===== src/uc_pkg.sv =====
// uc_pkg: register map, frame constants and carrier types of the serial control block
// assumes one 100 MHz module clock and a byte-wide register port with 2 address bits
package uc_pkg;
   // register word addresses
   localparam logic [1:0] ADDR_LINE = 2'h0;
   localparam logic [1:0] ADDR_XFER = 2'h1;
   localparam logic [1:0] ADDR_STAT = 2'h2;
   localparam logic [1:0] ADDR_DATA = 2'h3;
   // both control registers clear to all zeros
   localparam logic [7:0] CTL_RESET = 8'h00;
   // whole character length in bit times, start and stop included
   localparam logic [3:0] FRAME_LEN8 = 4'ha;
   localparam logic [3:0] FRAME_LEN9 = 4'hb;
   // bit timing: module clock rate and default line rate
   localparam int CLK_HZ = 100000000;
   localparam int BAUD_DEF = 115200;
   localparam int BIT_CYCLES_DEF = CLK_HZ / BAUD_DEF;
   // line format control, most significant bit first
   typedef struct packed {
      logic loop_back_select;
      logic uart_on;
      logic tx_polarity_flip;
      logic nine_bit_select;
      logic rouse_condition_sel;
      logic idle_count_origin;
      logic parity_on;
      logic odd_parity_sel;
   } uc_line_t;
   // transfer control, most significant bit first
   typedef struct packed {
      logic tx_empty_irq_en;
      logic tx_done_irq_en;
      logic rx_full_irq_en;
      logic idle_irq_en;
      logic tx_on;
      logic rx_on;
      logic rx_standby;
      logic break_send;
   } uc_xfer_t;
   // status as software reads it
   typedef struct packed {
      logic tx_buffer_empty;
      logic tx_done;
      logic rx_full;
      logic idle;
      logic [3:0] unused;
   } uc_stat_t;
   typedef enum {TX_IDLE, TX_SHIFT} uc_tx_st_t;
   typedef enum {RX_HUNT, RX_SHIFT} uc_rx_st_t;
endpackage


===== src/uc_top.sv =====
// uc_top: serial transceiver control, line format, power modes and pin override
// assumes register strobes come from logic on mclk_i; rx pin is asynchronous
// Notes on behaviour
// - keeps running in wait mode; enabled requests reach the interrupt outputs
// - stop mode freezes engines and flags, registers kept, resumes afterward
// - in debug break with clear allowed, status clears work and persist
// - in debug break without clear allowed, flags hold; armed first steps persist
// - module enabled: transmit pin is an output carrying serial data
// - module enabled: receive pin is an input for the receiver
// - loopback routes transmitter output into receiver, pin disconnected
// - uart_on enables bit timing; clearing it sets empty and done flags
// - polarity flip inverts every transmitted level, idle included
// - nine_bit_select picks 10 or 11 bit characters
// - parity replaces the top data position, frame length unchanged
// - odd_parity_sel picks odd or even parity; software avoids mid-character change
// - rouse_condition_sel picks address-mark or idle-line wakeup
// - idle_count_origin starts counting ones after stop or after start
// - all control bits clear to zero on reset
// - transmit request from empty or done flag with its enable
// - receive request from full or idle flag with its enable
// - rising tx_on sends a preamble of 10 or 11 ones
// - clearing tx_on finishes the current character, then line idles high
// - clearing and setting tx_on mid-character queues one idle character
// - rx_on enables receiver; clearing it leaves receive flags alone
// - rx_standby mutes receive requests until wakeup or reset clears it
// - break_send sends break characters, then a single one when dropped
`timescale 1ns/100ps
module uc_top #(
   parameter int DIV = uc_pkg::BIT_CYCLES_DEF
) (
   input wire logic mclk_i,
   input wire logic sys_rst_i,
   input wire logic [1:0] addr_i,
   input wire logic [7:0] wdata_i,
   input wire logic wr_i,
   input wire logic rd_i,
   output logic [7:0] rdata_o,
   input wire logic stop_mode_i,
   input wire logic dbg_break_i,
   input wire logic break_clear_allow_i,
   input wire logic pin0_direction_i,
   input wire logic pin1_direction_i,
   input wire logic port_tx_data_i,
   input wire logic port_rx_data_i,
   output logic tx_pin_o,
   output logic tx_pin_oe_o,
   input wire logic rx_pin_i,
   output logic rx_pin_o,
   output logic rx_pin_oe_o,
   output logic tx_irq_o,
   output logic rx_irq_o
);
   localparam int CW = $clog2(DIV);
   localparam logic [CW-1:0] BIT_END = CW'(DIV - 1);
   localparam logic [CW-1:0] HALF_BIT = CW'(DIV / 2);

   uc_pkg::uc_line_t line_ctl;
   uc_pkg::uc_xfer_t xfer_ctl;
   uc_pkg::uc_xfer_t wx;
   uc_pkg::uc_stat_t stat_v;
   uc_pkg::uc_tx_st_t tst;
   uc_pkg::uc_rx_st_t rst;
   logic run, clr_ok, rx_en;
   logic wr_xfer, rd_stat, rd_data, wr_data;
   logic tbe, tdn, arm_tbe, pre_pend, need_mark;
   logic rxf, idl, arm_rxf, arm_idl, idle_arm;
   logic [7:0] tx_hold, rx_data;
   logic [10:0] tsh, rsh, tframe, rfr;
   logic [3:0] tleft, rleft, flen, icnt;
   logic [CW-1:0] tcnt, rcnt;
   logic tend, slot, tx_ok, go_pre, go_brk, go_mark, go_data, go_any;
   logic tx_raw, par, rs1, rs2, rin, rend, rdone, rmsb;
   logic idle_hit, idle_set, rx_take, wake_mark, wake_idle;

   // decode of the register port; stop mode halts engines, not the port
   assign run = !stop_mode_i;
   assign clr_ok = !dbg_break_i || break_clear_allow_i;
   assign wx = wdata_i;
   assign wr_xfer = wr_i && addr_i == uc_pkg::ADDR_XFER;
   assign rd_stat = rd_i && addr_i == uc_pkg::ADDR_STAT;
   assign rd_data = rd_i && addr_i == uc_pkg::ADDR_DATA;
   assign wr_data = wr_i && addr_i == uc_pkg::ADDR_DATA;
   assign flen = line_ctl.nine_bit_select ? uc_pkg::FRAME_LEN9 : uc_pkg::FRAME_LEN8;
   assign rx_en = line_ctl.uart_on && xfer_ctl.rx_on;

   // control registers; standby drops on either wakeup condition
   always_ff @(posedge mclk_i) begin
      if (sys_rst_i) begin
         line_ctl <= uc_pkg::CTL_RESET;
         xfer_ctl <= uc_pkg::CTL_RESET;
      end else begin
         if (wr_i && addr_i == uc_pkg::ADDR_LINE)
            line_ctl <= wdata_i;
         if (wr_xfer)
            xfer_ctl <= wdata_i;
         else if (wake_mark || wake_idle)
            xfer_ctl.rx_standby <= 1'b0;
      end
   end

   // a rising tx_on asks for a preamble; covers the off-on idle queue too
   always_ff @(posedge mclk_i) begin
      if (sys_rst_i || !line_ctl.uart_on)
         pre_pend <= 1'b0;
      else if (wr_xfer && wx.tx_on && !xfer_ctl.tx_on)
         pre_pend <= 1'b1;
      else if (go_pre)
         pre_pend <= 1'b0;
   end

   // transmit character: parity takes the top data position
   always_comb begin
      par = line_ctl.nine_bit_select ? ^tx_hold : ^tx_hold[6:0];
      par = par ^ line_ctl.odd_parity_sel;
      if (line_ctl.nine_bit_select)
         tframe = {1'b1, line_ctl.parity_on ? par : 1'b0, tx_hold, 1'b0};
      else
         tframe = {2'b11, line_ctl.parity_on ? par : tx_hold[7], tx_hold[6:0], 1'b0};
   end

   // load decisions at idle or at the last bit edge, so breaks run seamless
   always_comb begin
      tend = tcnt == BIT_END;
      slot = tst == uc_pkg::TX_IDLE || (tend && tleft == 4'h1);
      tx_ok = slot && xfer_ctl.tx_on && run && line_ctl.uart_on;
      go_pre = tx_ok && pre_pend;
      go_brk = tx_ok && !pre_pend && xfer_ctl.break_send;
      go_mark = tx_ok && !pre_pend && !xfer_ctl.break_send && need_mark;
      go_data = tx_ok && !pre_pend && !xfer_ctl.break_send && !need_mark && !tbe;
      go_any = go_pre || go_brk || go_mark || go_data;
   end

   // transmit shifter; uart_on low stops the bit timer altogether
   always_ff @(posedge mclk_i) begin
      if (sys_rst_i || !line_ctl.uart_on) begin
         tst <= uc_pkg::TX_IDLE;
         tsh <= '1;
         tleft <= 4'h0;
         tcnt <= '0;
         need_mark <= 1'b0;
      end else if (run) begin
         if (go_any) begin
            tst <= uc_pkg::TX_SHIFT;
            tcnt <= '0;
            tleft <= go_mark ? 4'h1 : flen;
            need_mark <= go_brk;
            if (go_pre || go_mark)
               tsh <= '1;
            else if (go_brk)
               tsh <= '0;
            else
               tsh <= tframe;
         end else if (tst == uc_pkg::TX_SHIFT) begin
            if (tend) begin
               tcnt <= '0;
               tsh <= {1'b1, tsh[10:1]};
               tleft <= tleft - 4'h1;
               if (tleft == 4'h1)
                  tst <= uc_pkg::TX_IDLE;
            end else begin
               tcnt <= tcnt + 1'b1;
            end
         end
      end
   end
   assign tx_raw = tst == uc_pkg::TX_SHIFT ? tsh[0] : 1'b1;

   // transmit flags: two-step clear of empty, hardware set wins over the clear; done clears on any load
   always_ff @(posedge mclk_i) begin
      if (sys_rst_i || !line_ctl.uart_on) begin
         tbe <= 1'b1;
         tdn <= 1'b1;
         arm_tbe <= 1'b0;
      end else if (run) begin
         if (rd_stat && tbe && clr_ok)
            arm_tbe <= 1'b1;
         if (wr_data && arm_tbe && clr_ok) begin
            tbe <= 1'b0;
            arm_tbe <= 1'b0;
         end
         if (go_data)
            tbe <= 1'b1;
         if (go_any)
            tdn <= 1'b0;
         else if (tbe && tst == uc_pkg::TX_IDLE)
            tdn <= 1'b1;
      end
   end

   // transmit holding register, written whenever software writes data
   always_ff @(posedge mclk_i) begin
      if (sys_rst_i)
         tx_hold <= 8'h00;
      else if (wr_data)
         tx_hold <= wdata_i;
   end

   // receive pin synchroniser; only the second stage is read
   always_ff @(posedge mclk_i) begin
      if (sys_rst_i) begin
         rs1 <= 1'b1;
         rs2 <= 1'b1;
      end else begin
         rs1 <= rx_pin_i;
         rs2 <= rs1;
      end
   end
   assign rin = line_ctl.loop_back_select ? tx_raw : rs2;

   // receive framing: sample mid-bit, ones counted toward idle
   always_comb begin
      rend = rcnt == BIT_END;
      rfr = {rin, rsh[10:1]};
      rdone = rx_en && run && rst == uc_pkg::RX_SHIFT && rend && rleft == 4'h1;
      rmsb = rfr[9]; // top data position in both lengths
      idle_hit = rx_en && run && rend && rin && icnt == flen - 4'h1;
      wake_mark = rdone && xfer_ctl.rx_standby && line_ctl.rouse_condition_sel && rmsb;
      wake_idle = idle_hit && xfer_ctl.rx_standby && !line_ctl.rouse_condition_sel;
      rx_take = rdone && (!xfer_ctl.rx_standby || wake_mark);
      idle_set = idle_hit && idle_arm && !xfer_ctl.rx_standby;
   end

   // receive shifter and idle counter
   always_ff @(posedge mclk_i) begin
      if (sys_rst_i || !rx_en) begin
         rst <= uc_pkg::RX_HUNT;
         rsh <= '1;
         rleft <= 4'h0;
         rcnt <= '0;
         icnt <= 4'h0;
      end else if (run) begin
         rcnt <= rend ? '0 : rcnt + 1'b1;
         if (rend && icnt != flen)
            icnt <= rin ? icnt + 4'h1 : 4'h0;
         unique case (rst)
            uc_pkg::RX_HUNT: begin
               if (!rin) begin
                  rst <= uc_pkg::RX_SHIFT;
                  rcnt <= HALF_BIT;
                  rleft <= flen;
                  icnt <= 4'h0;
               end
            end
            uc_pkg::RX_SHIFT: begin
               if (line_ctl.idle_count_origin)
                  icnt <= 4'h0;
               if (rend) begin
                  rsh <= rfr;
                  rleft <= rleft - 4'h1;
                  if (rleft == 4'h1)
                     rst <= uc_pkg::RX_HUNT;
               end
            end
         endcase
      end
   end

   // receive flags; rx_on off leaves them as they are
   always_ff @(posedge mclk_i) begin
      if (sys_rst_i) begin
         rxf <= 1'b0;
         idl <= 1'b0;
         arm_rxf <= 1'b0;
         arm_idl <= 1'b0;
         idle_arm <= 1'b0;
      end else if (run) begin
         if (rd_stat && clr_ok) begin
            arm_rxf <= rxf || arm_rxf;
            arm_idl <= idl || arm_idl;
         end
         if (rd_data && clr_ok) begin
            if (arm_rxf)
               rxf <= 1'b0;
            if (arm_idl)
               idl <= 1'b0;
            arm_rxf <= 1'b0;
            arm_idl <= 1'b0;
         end
         if (rx_take) begin
            rxf <= 1'b1;
            idle_arm <= 1'b1;
         end
         if (idle_set) begin
            idl <= 1'b1;
            idle_arm <= 1'b0;
         end
      end
   end

   // received byte; an unread one is kept, the newer character dropped
   always_ff @(posedge mclk_i) begin
      if (sys_rst_i)
         rx_data <= 8'h00;
      else if (rx_take && !rxf)
         rx_data <= line_ctl.nine_bit_select ? rfr[8:1] : rfr[9:2];
   end

   // read data stand one cycle after the strobe and are zero otherwise
   assign stat_v = '{tx_buffer_empty: tbe, tx_done: tdn, rx_full: rxf, idle: idl,
                     unused: 4'h0};
   always_ff @(posedge mclk_i) begin
      if (sys_rst_i || !rd_i)
         rdata_o <= 8'h00;
      else begin
         unique case (addr_i)
            uc_pkg::ADDR_LINE: rdata_o <= line_ctl;
            uc_pkg::ADDR_XFER: rdata_o <= xfer_ctl;
            uc_pkg::ADDR_STAT: rdata_o <= stat_v;
            uc_pkg::ADDR_DATA: rdata_o <= rx_data;
         endcase
      end
   end

   // interrupt requests stay live in wait mode, so they can wake the core
   always_ff @(posedge mclk_i) begin
      if (sys_rst_i) begin
         tx_irq_o <= 1'b0;
         rx_irq_o <= 1'b0;
      end else begin
         tx_irq_o <= line_ctl.uart_on && ((tbe && xfer_ctl.tx_empty_irq_en) ||
                     (tdn && xfer_ctl.tx_done_irq_en));
         rx_irq_o <= !xfer_ctl.rx_standby && ((rxf && xfer_ctl.rx_full_irq_en) ||
                     (idl && xfer_ctl.idle_irq_en));
      end
   end

   // pin override; port direction only matters while the module is off
   always_ff @(posedge mclk_i) begin
      if (sys_rst_i) begin
         tx_pin_o <= 1'b0;
         tx_pin_oe_o <= 1'b0;
         rx_pin_o <= 1'b0;
         rx_pin_oe_o <= 1'b0;
      end else begin
         tx_pin_o <= line_ctl.uart_on ? tx_raw ^ line_ctl.tx_polarity_flip : port_tx_data_i;
         tx_pin_oe_o <= line_ctl.uart_on || pin0_direction_i;
         rx_pin_o <= port_rx_data_i;
         rx_pin_oe_o <= !line_ctl.uart_on && pin1_direction_i;
      end
   end
endmodule


===== config.mk =====
export PLATFORM = sky130hd
export DESIGN_NAME = uc_top
export DESIGN_NICKNAME = d
export VERILOG_FILES = /design/src/uc_pkg.sv /design/src/uc_top.sv
export SDC_FILE = /design/constraint.sdc
export NUM_CORES = 1
export LEC_CHECK = 0
export BUFFER_PORTS_ARGS = -buffer_cell sky130_fd_sc_hd__buf_2
export CELL_PAD_IN_SITES_DETAIL_PLACEMENT = 0
export CELL_PAD_IN_SITES_GLOBAL_PLACEMENT = 2
export CORE_MARGIN = 8
export CORE_UTILIZATION = 40
export CTS_CLUSTER_DIAMETER = 60
export DETAILED_ROUTE_END_ITERATION = 6
export GPL_ROUTABILITY_DRIVEN = 0
export PLACE_DENSITY = 0.84
export SLEW_MARGIN = 10
export SYNTH_ARGS = -nofsm -noshare
export SYNTH_HDL_FRONTEND = slang
export SYNTH_SLANG_ARGS = --single-unit
export TNS_END_PERCENT = 100

===== constraint.sdc =====
create_clock -name mclk_i -period 3.41 [get_ports mclk_i]
set_clock_uncertainty 0.15 [all_clocks]
set_input_delay 0.1705 -clock mclk_i [delete_from_list [all_inputs] [get_ports mclk_i]]
set_output_delay 0.1705 -clock mclk_i [all_outputs]
set_load 0.02 [all_outputs]

* Yosys cells after proc, flatten, opt, wreduce, memory -nomap -nowiden
Index checks and enable logic that the tools add are counted.
** Storage, ports and cells
- Flip-flop bits (word level) :: 176
- Bits of input ports :: 22
- Output and inout bits :: 14
- Logic and storage cells :: 245
** Operators by class
- Add/subtract/negate cells :: 6
- Equal/unequal tests :: 15
- Multiplexer cells :: 63
- Bitwise logic cells :: 3
- Reduce and logical (&&, ||, !) cells :: 112
** Operators by type and width (count)
- two-way mux 32 bit :: 7
- two-way mux 10 bit :: 7
- equality test 32 x 2 -> 1 bit (second input constant) :: 2
- logical NOT 32 bit :: 2
- case mux 32 bit (2 select lines) :: 1
- two-way mux 11 bit :: 5
- logical AND 1 bit :: 50
- two-way mux 4 bit :: 10
- equality test 32 x 1 -> 1 bit (second input constant) :: 1
- case mux 8 bit (4 select lines) :: 1
- two-way mux 1 bit :: 29
- nonzero test 2 bit :: 14
- adder 10 x 1 -> 10 bit (second input constant) :: 2
- equality test 10 bit (second input constant) :: 2
- logical OR 1 bit :: 16
- case mux 4 bit (2 select lines) :: 2
- AND reduction 3 bit :: 5
- AND reduction 2 bit :: 7
- logical NOT 1 bit :: 13
- subtractor 4 x 1 -> 4 bit (second input constant) :: 3
- equality test 4 x 1 -> 1 bit (second input constant) :: 2
- two-way mux 8 bit :: 1
- AND reduction 4 bit :: 2
- parity 8 bit :: 1
- other kinds (10) :: 14

* Longest topological paths before layout
Gate-level depths: netlist of run 1.
- Depth after elaboration :: 13
- Mapped depth :: 10
- Mapped depth without buffers :: 8

* Least setup slack after synthesis of run 1
OpenSTA, ideal clock, no wires.
- Path type :: register to register
- From :: reg tcnt[0]
- To :: reg tsh[8]
- Library setup time :: 74 ps
- Arrival time :: 1837 ps
- Data required time :: 3186 ps
- Setup slack :: 1349 ps
- Stages on the path, launching flop included :: 8
- Path buffers :: 0
- Period minus slack after synthesis :: 2061 ps
- Cell sequence :: dfxtp_1 -> ha_1 -> and4bb_1 -> nand4b_1 -> and2_4 -> nand2b_4 -> or4b_1 -> a31oi_1
** On the way
- Longest elaborated chain between the ends :: 13
- Elaborated cells on any way between the ends :: 23
- Classes of those cells :: eq/ne: 1; mux: 3; reduce/logical: 19
** Ends and longest elaborated chain
- start: declaration :: line uc_top.sv:70 : logic [CW-1:0] tcnt, rcnt;
- start signal: assignment :: line uc_top.sv:161 : tcnt <= tcnt + 1'b1;
- equality test 10 bit (*) :: line uc_top.sv:123 : tend = tcnt == BIT_END;
- logical AND 1 bit :: line uc_top.sv:124 : slot = tst == uc_pkg::TX_IDLE || (tend && tleft == 4'h1);
- logical OR 1 bit :: line uc_top.sv:124
- logical AND 1 bit (3 in series) :: line uc_top.sv:125 : tx_ok = slot && xfer_ctl.tx_on && run && line_ctl.uart_on;
- logical AND 1 bit :: line uc_top.sv:127, uc_top.sv:128, uc_top.sv:129
- logical AND 1 bit (on tied branches) :: line uc_top.sv:127, uc_top.sv:128, uc_top.sv:129
- logical OR 1 bit (tied with other cells) :: line uc_top.sv:130 : go_any = go_pre || go_brk || go_mark || go_data;
- logical OR 1 bit or logical AND 1 bit (tied branches) :: line uc_top.sv:130, uc_top.sv:129
- logical OR 1 bit :: line uc_top.sv:130
- nonzero test 2 bit (no source line)
- AND reduction 3 bit (no source line)
- end signal: assignment :: line uc_top.sv:152 : tsh <= tframe;
- end signal: assignment :: line uc_top.sv:156 : tsh <= {1'b1, tsh[10:1]};
- end: declaration :: line uc_top.sv:68 : logic [10:0] tsh, rsh, tframe, rfr;
Mark *: on every way between the ends. The rest lies on a longest branch, timed or not.
A chain may end at the register's enable or synchronous reset.

* Worst setup path in the final report of run 1
- From :: reg rcnt[0]
- To :: reg rx_data[7]
** On the way
- Longest elaborated chain between the ends :: 9
** Ends and longest elaborated chain
- start: declaration :: line uc_top.sv:70
- start signal: assignment :: line uc_top.sv:232 : rcnt <= rend ? '0 : rcnt + 1'b1;
- equality test 10 bit (*) :: line uc_top.sv:212 : rend = rcnt == BIT_END;
- logical AND 1 bit (*) (2 in series) :: line uc_top.sv:214 : rdone = rx_en && run && rst == uc_pkg::RX_SHIFT && rend && rleft == 4'h1;
- logical AND 1 bit (3 in series) :: line uc_top.sv:217 : wake_mark = rdone && xfer_ctl.rx_standby && line_ctl.rouse_condition_sel && rmsb;
- logical OR 1 bit :: line uc_top.sv:219 : rx_take = rdone && (!xfer_ctl.rx_standby || wake_mark);
- logical AND 1 bit (*) :: line uc_top.sv:219
- logical AND 1 bit (*) :: line uc_top.sv:294 : else if (rx_take && !rxf)
- end signal: assignment :: line uc_top.sv:295 : rx_data <= line_ctl.nine_bit_select ? rfr[8:1] : rfr[9:2];
- end: declaration :: line uc_top.sv:67 : logic [7:0] tx_hold, rx_data;
Marked as above.

==> impl_metrics.yaml, run 1 <==
yosys:
  synth_flop_cell: "dfxtp_1"
  synth_top_family_by_area: "simple AND/OR/NAND/NOR gates"
  ys_seq_area_share_pct: 43.7
  synth_area_leader_cell: "dfxtp_1"
  synthCells: 586
  synth.most_common_cell: "dfxtp_1"
  syn_avg_cell_area_um2: 8.75
  synth_common_cells: "dfxtp_1, nand2_1, nor2_1, a21oi_1, nand3_1"
  synth_simple_gate_area_share_pct: 26.9
  syn_area_um2: 5130
  ys_types: 66
  synth_top_cell_area_share_pct: 43.7
  synth_area_leaders: "dfxtp_1, nand2_1, nor2_1, a21oi_1, mux2i_1"
  synth_mux_area_share_pct: 6.27
  syn_nets: 615
  synth-seq-cells: 112
  synth_edf_count: 0
  synth_fa_ha_area_share_pct: 1.71
  synthArstFlopShare_pct: 0
  synthXorXnorAreaFrac_pct: 4.95
  yosys_warnings: 0
  synth_compound_area_share_pct: 13.0
final_layout:
  antennaDiodeCount: 0
  drive_gt1_share_pct: 13.2
  num-nets-final: 653
  final_core_utilization_pct: 46.7
  area_growth_pct: 14.3
setup_path:
  crit_path_start_kind: "register"
  crit_chain: "ha_1 -> nor2b_1 -> and3_1 -> nand4_4 -> nor2_4 -> nor2_1 -> a211oi_2"
  timing.rr.end: "rx_data[7]$_SDFFE_PP0P_"
  cp-end-kind: "register"
  r2r_setup_slack_ns: 0.94
  crit_slowest_cell: "and3_1"
  cp_top_family: "simple AND/OR/NAND/NOR gates"
  crit_fanout: 16
  worstSetupPathType: "reg2reg"
  rr_worst_depth: 7
  cp_num_buf_inv: 0
  reg2reg_from: "rcnt[0]$_SDFFE_PP0N_"
  worst_ep_arrival_time_ns: 2.59
  slowest_delay_ns: 0.42
  cp.required_ns: 3.53
  crit_start: "rcnt[0]$_SDFFE_PP0N_"
placed_design:
  port_buffers: 35
  dpl.hpwl_mm: 8.87
pwr:
  p_leak_uw: 0.00212
  vdd_drop_max_mv: 0.212
  p_per_area_nw_per_um2: 430
detailed_routing:
  drt-vias-per-instance: 5.15
  wl_mm: 12.4
  remaining_drc_errors: 0
  drt-initial-drc-count: 284
  detail_route.first_pass.iterations: 5
  wl_per_cell_um: 15.5
  via_count: 4123
  ant_nets: 0
timing:
  worstMarginPinSlew_ns: 1.04
  relSlewSlack_pct: 30.7
  setup_viol: 0
  fmax_mhz: 406
  timing_hold_violations_final: 0
  tns_ns: 0
  rsz0062_at_grt: "false"
  slew_violations: 0
  fin_crit_ns: 2.47
  fin_crit_sh_pct: 72.3
clock_tree:
  root_buffer: "clkbuf_16"
  numCtsBuffers: 9
  clk_latency_ns: 0.35
  clk_path_buf_depth: 2
  cts_sinks: 112
  cts_tree: "built"
  ctsResizeCount: 0
  clkTransAtPathRegs_ns: 0.07
  htree_num_levels: 3
grt:
  grt_pass1_vias: 3973
  overflow: 0
  grt_max_degree: 47
  grt_pass1_wl_mm: 20.6
  antenna_found_initial: 0
  gr-usage-all-layers_pct: 15.6
floorplanning:
  start_util_pct: 40.8
  dieArea_um2: 16700
  core_area_um2: 12600
  pin_count: 36
  dieHeight_um: 129
  std_cell_rows: 41
  fp.dieW_um: 129
flow_run:
  maxCapViolCount: 0
status:
  status: "completed"
min_path:
  holdPathStages: 4
  min-delay-start: "sys_rst_i"
  whs_endpoint: "tdn$_SDFFE_PP1P_"
  hold_path.class: "in2reg"
-- registers in the layout (all words and copies together), names as in the netlist, 4 cells and up --
name / flops
icnt: 4
xfer_ctl: 8
tsh: 11
tx_hold: 8
line_ctl: 8
rsh: 9
rleft: 4
rdata_o: 8
tcnt: 10
rx_data: 8
tleft: 4
rcnt: 10
-- worst min-delay path: cells and delay by family --
kind                   cells  cell delay (ns)
buffers and inverters      2             0.28
and+or+nand+nor            2             0.12
-- through the flow --
step	cells	cell area (um^2)	hold slack [ns]	total power (uW)	setup slack, ns
global placement	772	5440	0.226	1490	1.04
global route	801	5860	0.121	2640	0.734
floorplan	586	5130	0.124	1440	1.35
finish	801	5860	0.108	2520	0.945
detailed placement	772	5440	0.227	1490	0.982
CTS	801	5860	0.0932	2570	0.967
-- where the power goes --
part           internal (uW)  switching, uW  total, uW  leakage [uW]
registers               1320           13.4       1340      0.000906
logic                   57.4           75.8        133       0.00106
clock network            586            468       1050      0.000152
total                   1970            557       2520       0.00212
-- how the worst max path moves through the flow --
stage                                          to  cells after the start
final                     rx_data[7]$_SDFFE_PP0P_                      7
after global routing      rx_data[3]$_SDFFE_PP0P_                      7
after CTS                 rx_data[7]$_SDFFE_PP0P_                      7
after detailed placement  rx_data[3]$_SDFFE_PP0P_                      7
after global placement      tleft[1]$_SDFFE_PP0P_                      6
after floorplan               tsh[8]$_SDFFE_PP1P_                      7
-- what timing repair did --
| action | in CTS | in global routing |
|---|---|---|
| setup buffers | 0 | 0 |
| endpoints found under the hold margin | 29 | 0 |
| hold buffers | 13 | 0 |
-- final cells by class --
type	instances	area (um^2)
clock buffer	10	239
clock inverter	6	58.8
fill	1280	6700
inverter	14	52.6
multi-input combinational	434	2710
sequential	112	2240
tap	172	215
timing repair buffer	53	343
-- kinds of logic after synthesis --
| logic type | Yosys count |
|---|---|
| buffers and inverters | 40 |
| adders and majority gates | 7 |
| muxes | 27 |
| AOI/OAI and AO/OA | 103 |
| xor gates and xnor gates | 29 |
| and+or+nand+nor | 268 |
| DFF | 112 |
-- routing by layer --
| metal | vias up | routed length, um | global-route usage (%) |
|---|---|---|---|
| li1 | 2115 | - | - |
| met1 | 1944 | 6200 | 20.9 |
| met2 | 56 | 5640 | 24.4 |
| met3 | 8 | 445 | 3.86 |
| met4 | 0 | 130 | 4.42 |
| met5 | - | 0 | 0 |
-- cell usage in the layout, fill, tap and decap left out, drive strengths merged, types with 3 or more instances in the layout --
| master | netlist | layout |
|---|---|---|
| a21oi | 44 | 44 |
| nand3 | 25 | 25 |
| nor3 | 12 | 12 |
| a22oi | 3 | 3 |
| nand4 | 8 | 8 |
| and3 | 11 | 11 |
| o21ai | 16 | 16 |
| nor3b | 8 | 8 |
| a211oi | 11 | 11 |
| mux2i | 22 | 22 |
| ha | 7 | 7 |
| clkbuf | 13 | 10 |
| nand2 | 81 | 81 |
| nor2 | 74 | 74 |
| clkinv | 1 | 6 |
| dlygate4sd3 | 0 | 13 |
| a31oi | 8 | 8 |
| o32a | 7 | 7 |
| and2 | 6 | 6 |
| inv | 13 | 13 |
| mux4 | 4 | 4 |
| nand3b | 3 | 3 |
| xnor2 | 15 | 15 |
| nor2b | 15 | 15 |
| xor2 | 14 | 14 |
| nand2b | 9 | 9 |
| and3b | 3 | 3 |
| buf | 13 | 40 |
| dfxtp | 112 | 112 |
Note: power is estimated with default switching activity, not from simulation.
==> run 2: changes to the inputs <==
--- a/config.mk
+++ b/config.mk
@@ -9,11 +9,11 @@
 export CELL_PAD_IN_SITES_DETAIL_PLACEMENT = 0
 export CELL_PAD_IN_SITES_GLOBAL_PLACEMENT = 2
 export CORE_MARGIN = 8
-export CORE_UTILIZATION = 40
+export CORE_UTILIZATION = 37
 export CTS_CLUSTER_DIAMETER = 60
 export DETAILED_ROUTE_END_ITERATION = 6
 export GPL_ROUTABILITY_DRIVEN = 0
-export PLACE_DENSITY = 0.84
+export PLACE_DENSITY = 0.79
 export SLEW_MARGIN = 10
 export SYNTH_ARGS = -nofsm -noshare
 export SYNTH_HDL_FRONTEND = slang
==> constraint.sdc (replaced) <==
create_clock -name mclk_i -period 2.3 [get_ports mclk_i]
set_clock_uncertainty 0.15 [all_clocks]
set_input_delay 0.115 -clock mclk_i [delete_from_list [all_inputs] [get_ports mclk_i]]
set_output_delay 0.115 -clock mclk_i [all_outputs]
set_load 0.02 [all_outputs]
==> impl_metrics.yaml, run 2 (synthesized netlist as in run 1, its figures left out) <==
status:
  status: "completed"
setup_path:
  cp-end-kind: "register"
  crit_path_start_kind: "register"
  cp_top_family: "simple AND/OR/NAND/NOR gates"
  cp_num_buf_inv: 0
  crit_chain: "ha_2 -> and4bb_1 -> nand4b_1 -> and2_4 -> nand2b_4 -> or4b_1 -> a31oi_1"
  crit_slowest_cell: "or4b_1"
  worst_ep_arrival_time_ns: 2.31
  worstSetupPathType: "reg2reg"
  slowest_delay_ns: 0.52
  cp.required_ns: 2.43
  crit_fanout: 4
timing:
  fmax_mhz: 459
  setup_viol: 0
  fin_crit_sh_pct: 94.6
  relSlewSlack_pct: 42.1
  setup_slack_ns: 0.123
  worstMarginPinSlew_ns: 0.869
  slew_violations: 0
  rsz0062_at_grt: "false"
  fin_crit_ns: 2.18
  timing_hold_violations_final: 0
  tns_ns: 0
grt:
  grt_pass1_vias: 4167
  antenna_found_initial: 0
  grt_pass1_wl_mm: 21.5
  gr-usage-all-layers_pct: 14.8
  overflow: 0
  grt_max_degree: 27
final_layout:
  antennaDiodeCount: 0
  largest_register_ffs: 11
  layout_common_cells: "dfxtp_1, nand2_1, nor2_1, a21oi_1, buf_2"
  final_core_utilization_pct: 44.1
  final_common_cell: "dfxtp_1"
  reg.largest.list: "tsh: 11 flops, rcnt: 10 flops, tcnt: 10 flops"
  area_growth_pct: 17.9
  regArea_um2: 2240
  drive_gt1_share_pct: 16.7
  fin_cells: 831
  largest-register: "tsh"
  fill_cells: 1355
  multiInputGateArea_um2: 2720
  final_area_um2: 6050
  num-nets-final: 675
detailed_routing:
  via_count: 4202
  drt-vias-per-instance: 5.06
  remaining_drc_errors: 0
  wl_mm: 12.8
  drt-initial-drc-count: 227
  detail_route.first_pass.iterations: 4
  ant_nets: 0
  wl_per_cell_um: 15.4
floorplanning:
  dieHeight_um: 134
  core_area_um2: 13700
  std_cell_rows: 43
  dieArea_um2: 17900
  fp.dieW_um: 134
  start_util_pct: 37.4
  pin_count: 36
pwr:
  p_leak_uw: 0.00222
  p_sw_uw: 874
  p_per_area_nw_per_um2: 624
  pwr-share-seq_pct: 52.3
  clkPwrFrac_pct: 42.1
  switching_share_pct: 23.1
  internal_power_uw: 2900
  comb_power_share_pct: 5.6
  vdd_drop_max_mv: 0.376
min_path:
  hold_path.class: "in2reg"
placed_design:
  place_ws_ns: 0.111
  port_buffers: 35
  dp.cells: 802
  dpl.hpwl_mm: 9.27
  place_area_um2: 5610
clock_tree:
  root_buffer: "clkbuf_16"
  clk_latency_ns: 0.35
  clk_path_buf_depth: 2
  htree_num_levels: 3
  clkTransAtPathRegs_ns: 0.07
  cts_setup_buffers: 0
  cts_tree: "built"
  cts_sinks: 112
  numCtsBuffers: 9
flow_run:
  maxCapViolCount: 0
-- run 2: cell count changes in the layout (fill, tap and decap cells not counted), moves of 2 or more --
| cell | change |
|---|---|
| buf_4 | +22 |
| clkinv_2 | -3 |
| clkinvlp_4 | +2 |
| inv_6 | +2 |
-- run 2: path summary, 6_finish.rpt --
path | from | end | slack, ns | cells past startpoint
min | stop_mode_i | tst[0]$_SDFFE_PP0P_ | 0.02 | 3
max reg2reg | tcnt[1]$_SDFFE_PP0P_ | tsh[8]$_SDFFE_PP1P_ | 0.12 | 7
max | tcnt[1]$_SDFFE_PP0P_ | tsh[8]$_SDFFE_PP1P_ | 0.12 | 7
min reg2reg | rs1$_SDFF_PP1_ | rs2$_SDFF_PP1_ | 0.26 | 1
-- run 2: tightest hold or removal path: cells and delay by family --
kind            cells  cell delay (ns)
buf+inv             1             0.14
compound gates      2             0.22
-- run 2: final cells by class --
type                            count  share of cell area, %
Clock buffer                       10                   3.78
Clock inverter                      6                   1.12
Inverter                           14                  0.869
Multi-Input combinational cell    434                   45.0
Sequential cell                   112                   37.1
Timing Repair Buffer               75                   8.40
Tap cell                          180                   3.72
-- run 2: per-layer routing --
metal	vias up	track usage (%)	share of wire, %
li1	2162	-	-
met1	1965	18.9	48
met2	59	24.1	47
met3	16	2.37	3.2
met4	0	6.55	1.9
met5	-	0	0
-- run 2: stage by stage --
| stage | hold WS (ns) | total power (uW) |
|---|---|---|
| after floorplan | 0.0688 | 2140 |
| after global placement | 0.170 | 2220 |
| after detailed placement | 0.169 | 2220 |
| after CTS | 0.0143 | 3830 |
| after global routing | 0.0319 | 3910 |
| final | 0.0194 | 3780 |
-- run 2: what timing repair did --
| action | in CTS | in global routing |
|---|---|---|
| hold buffers | 13 | 0 |
| resized for setup | 0 | 5 |
| setup endpoints to repair | 0 | 5 |
| endpoints found under the hold margin | 29 | 0 |
-- run 2: power by group through the flow --
stage	Combinational [uW]	Clock, uW	Sequential (uW)
2_1_floorplan	117	0	2020
3_3_place_gp	196	0	2020
3_5_place_dp	197	0	2020
4_1_cts	215	1640	1980
5_1_grt	234	1700	1980
6_report	211	1590	1980
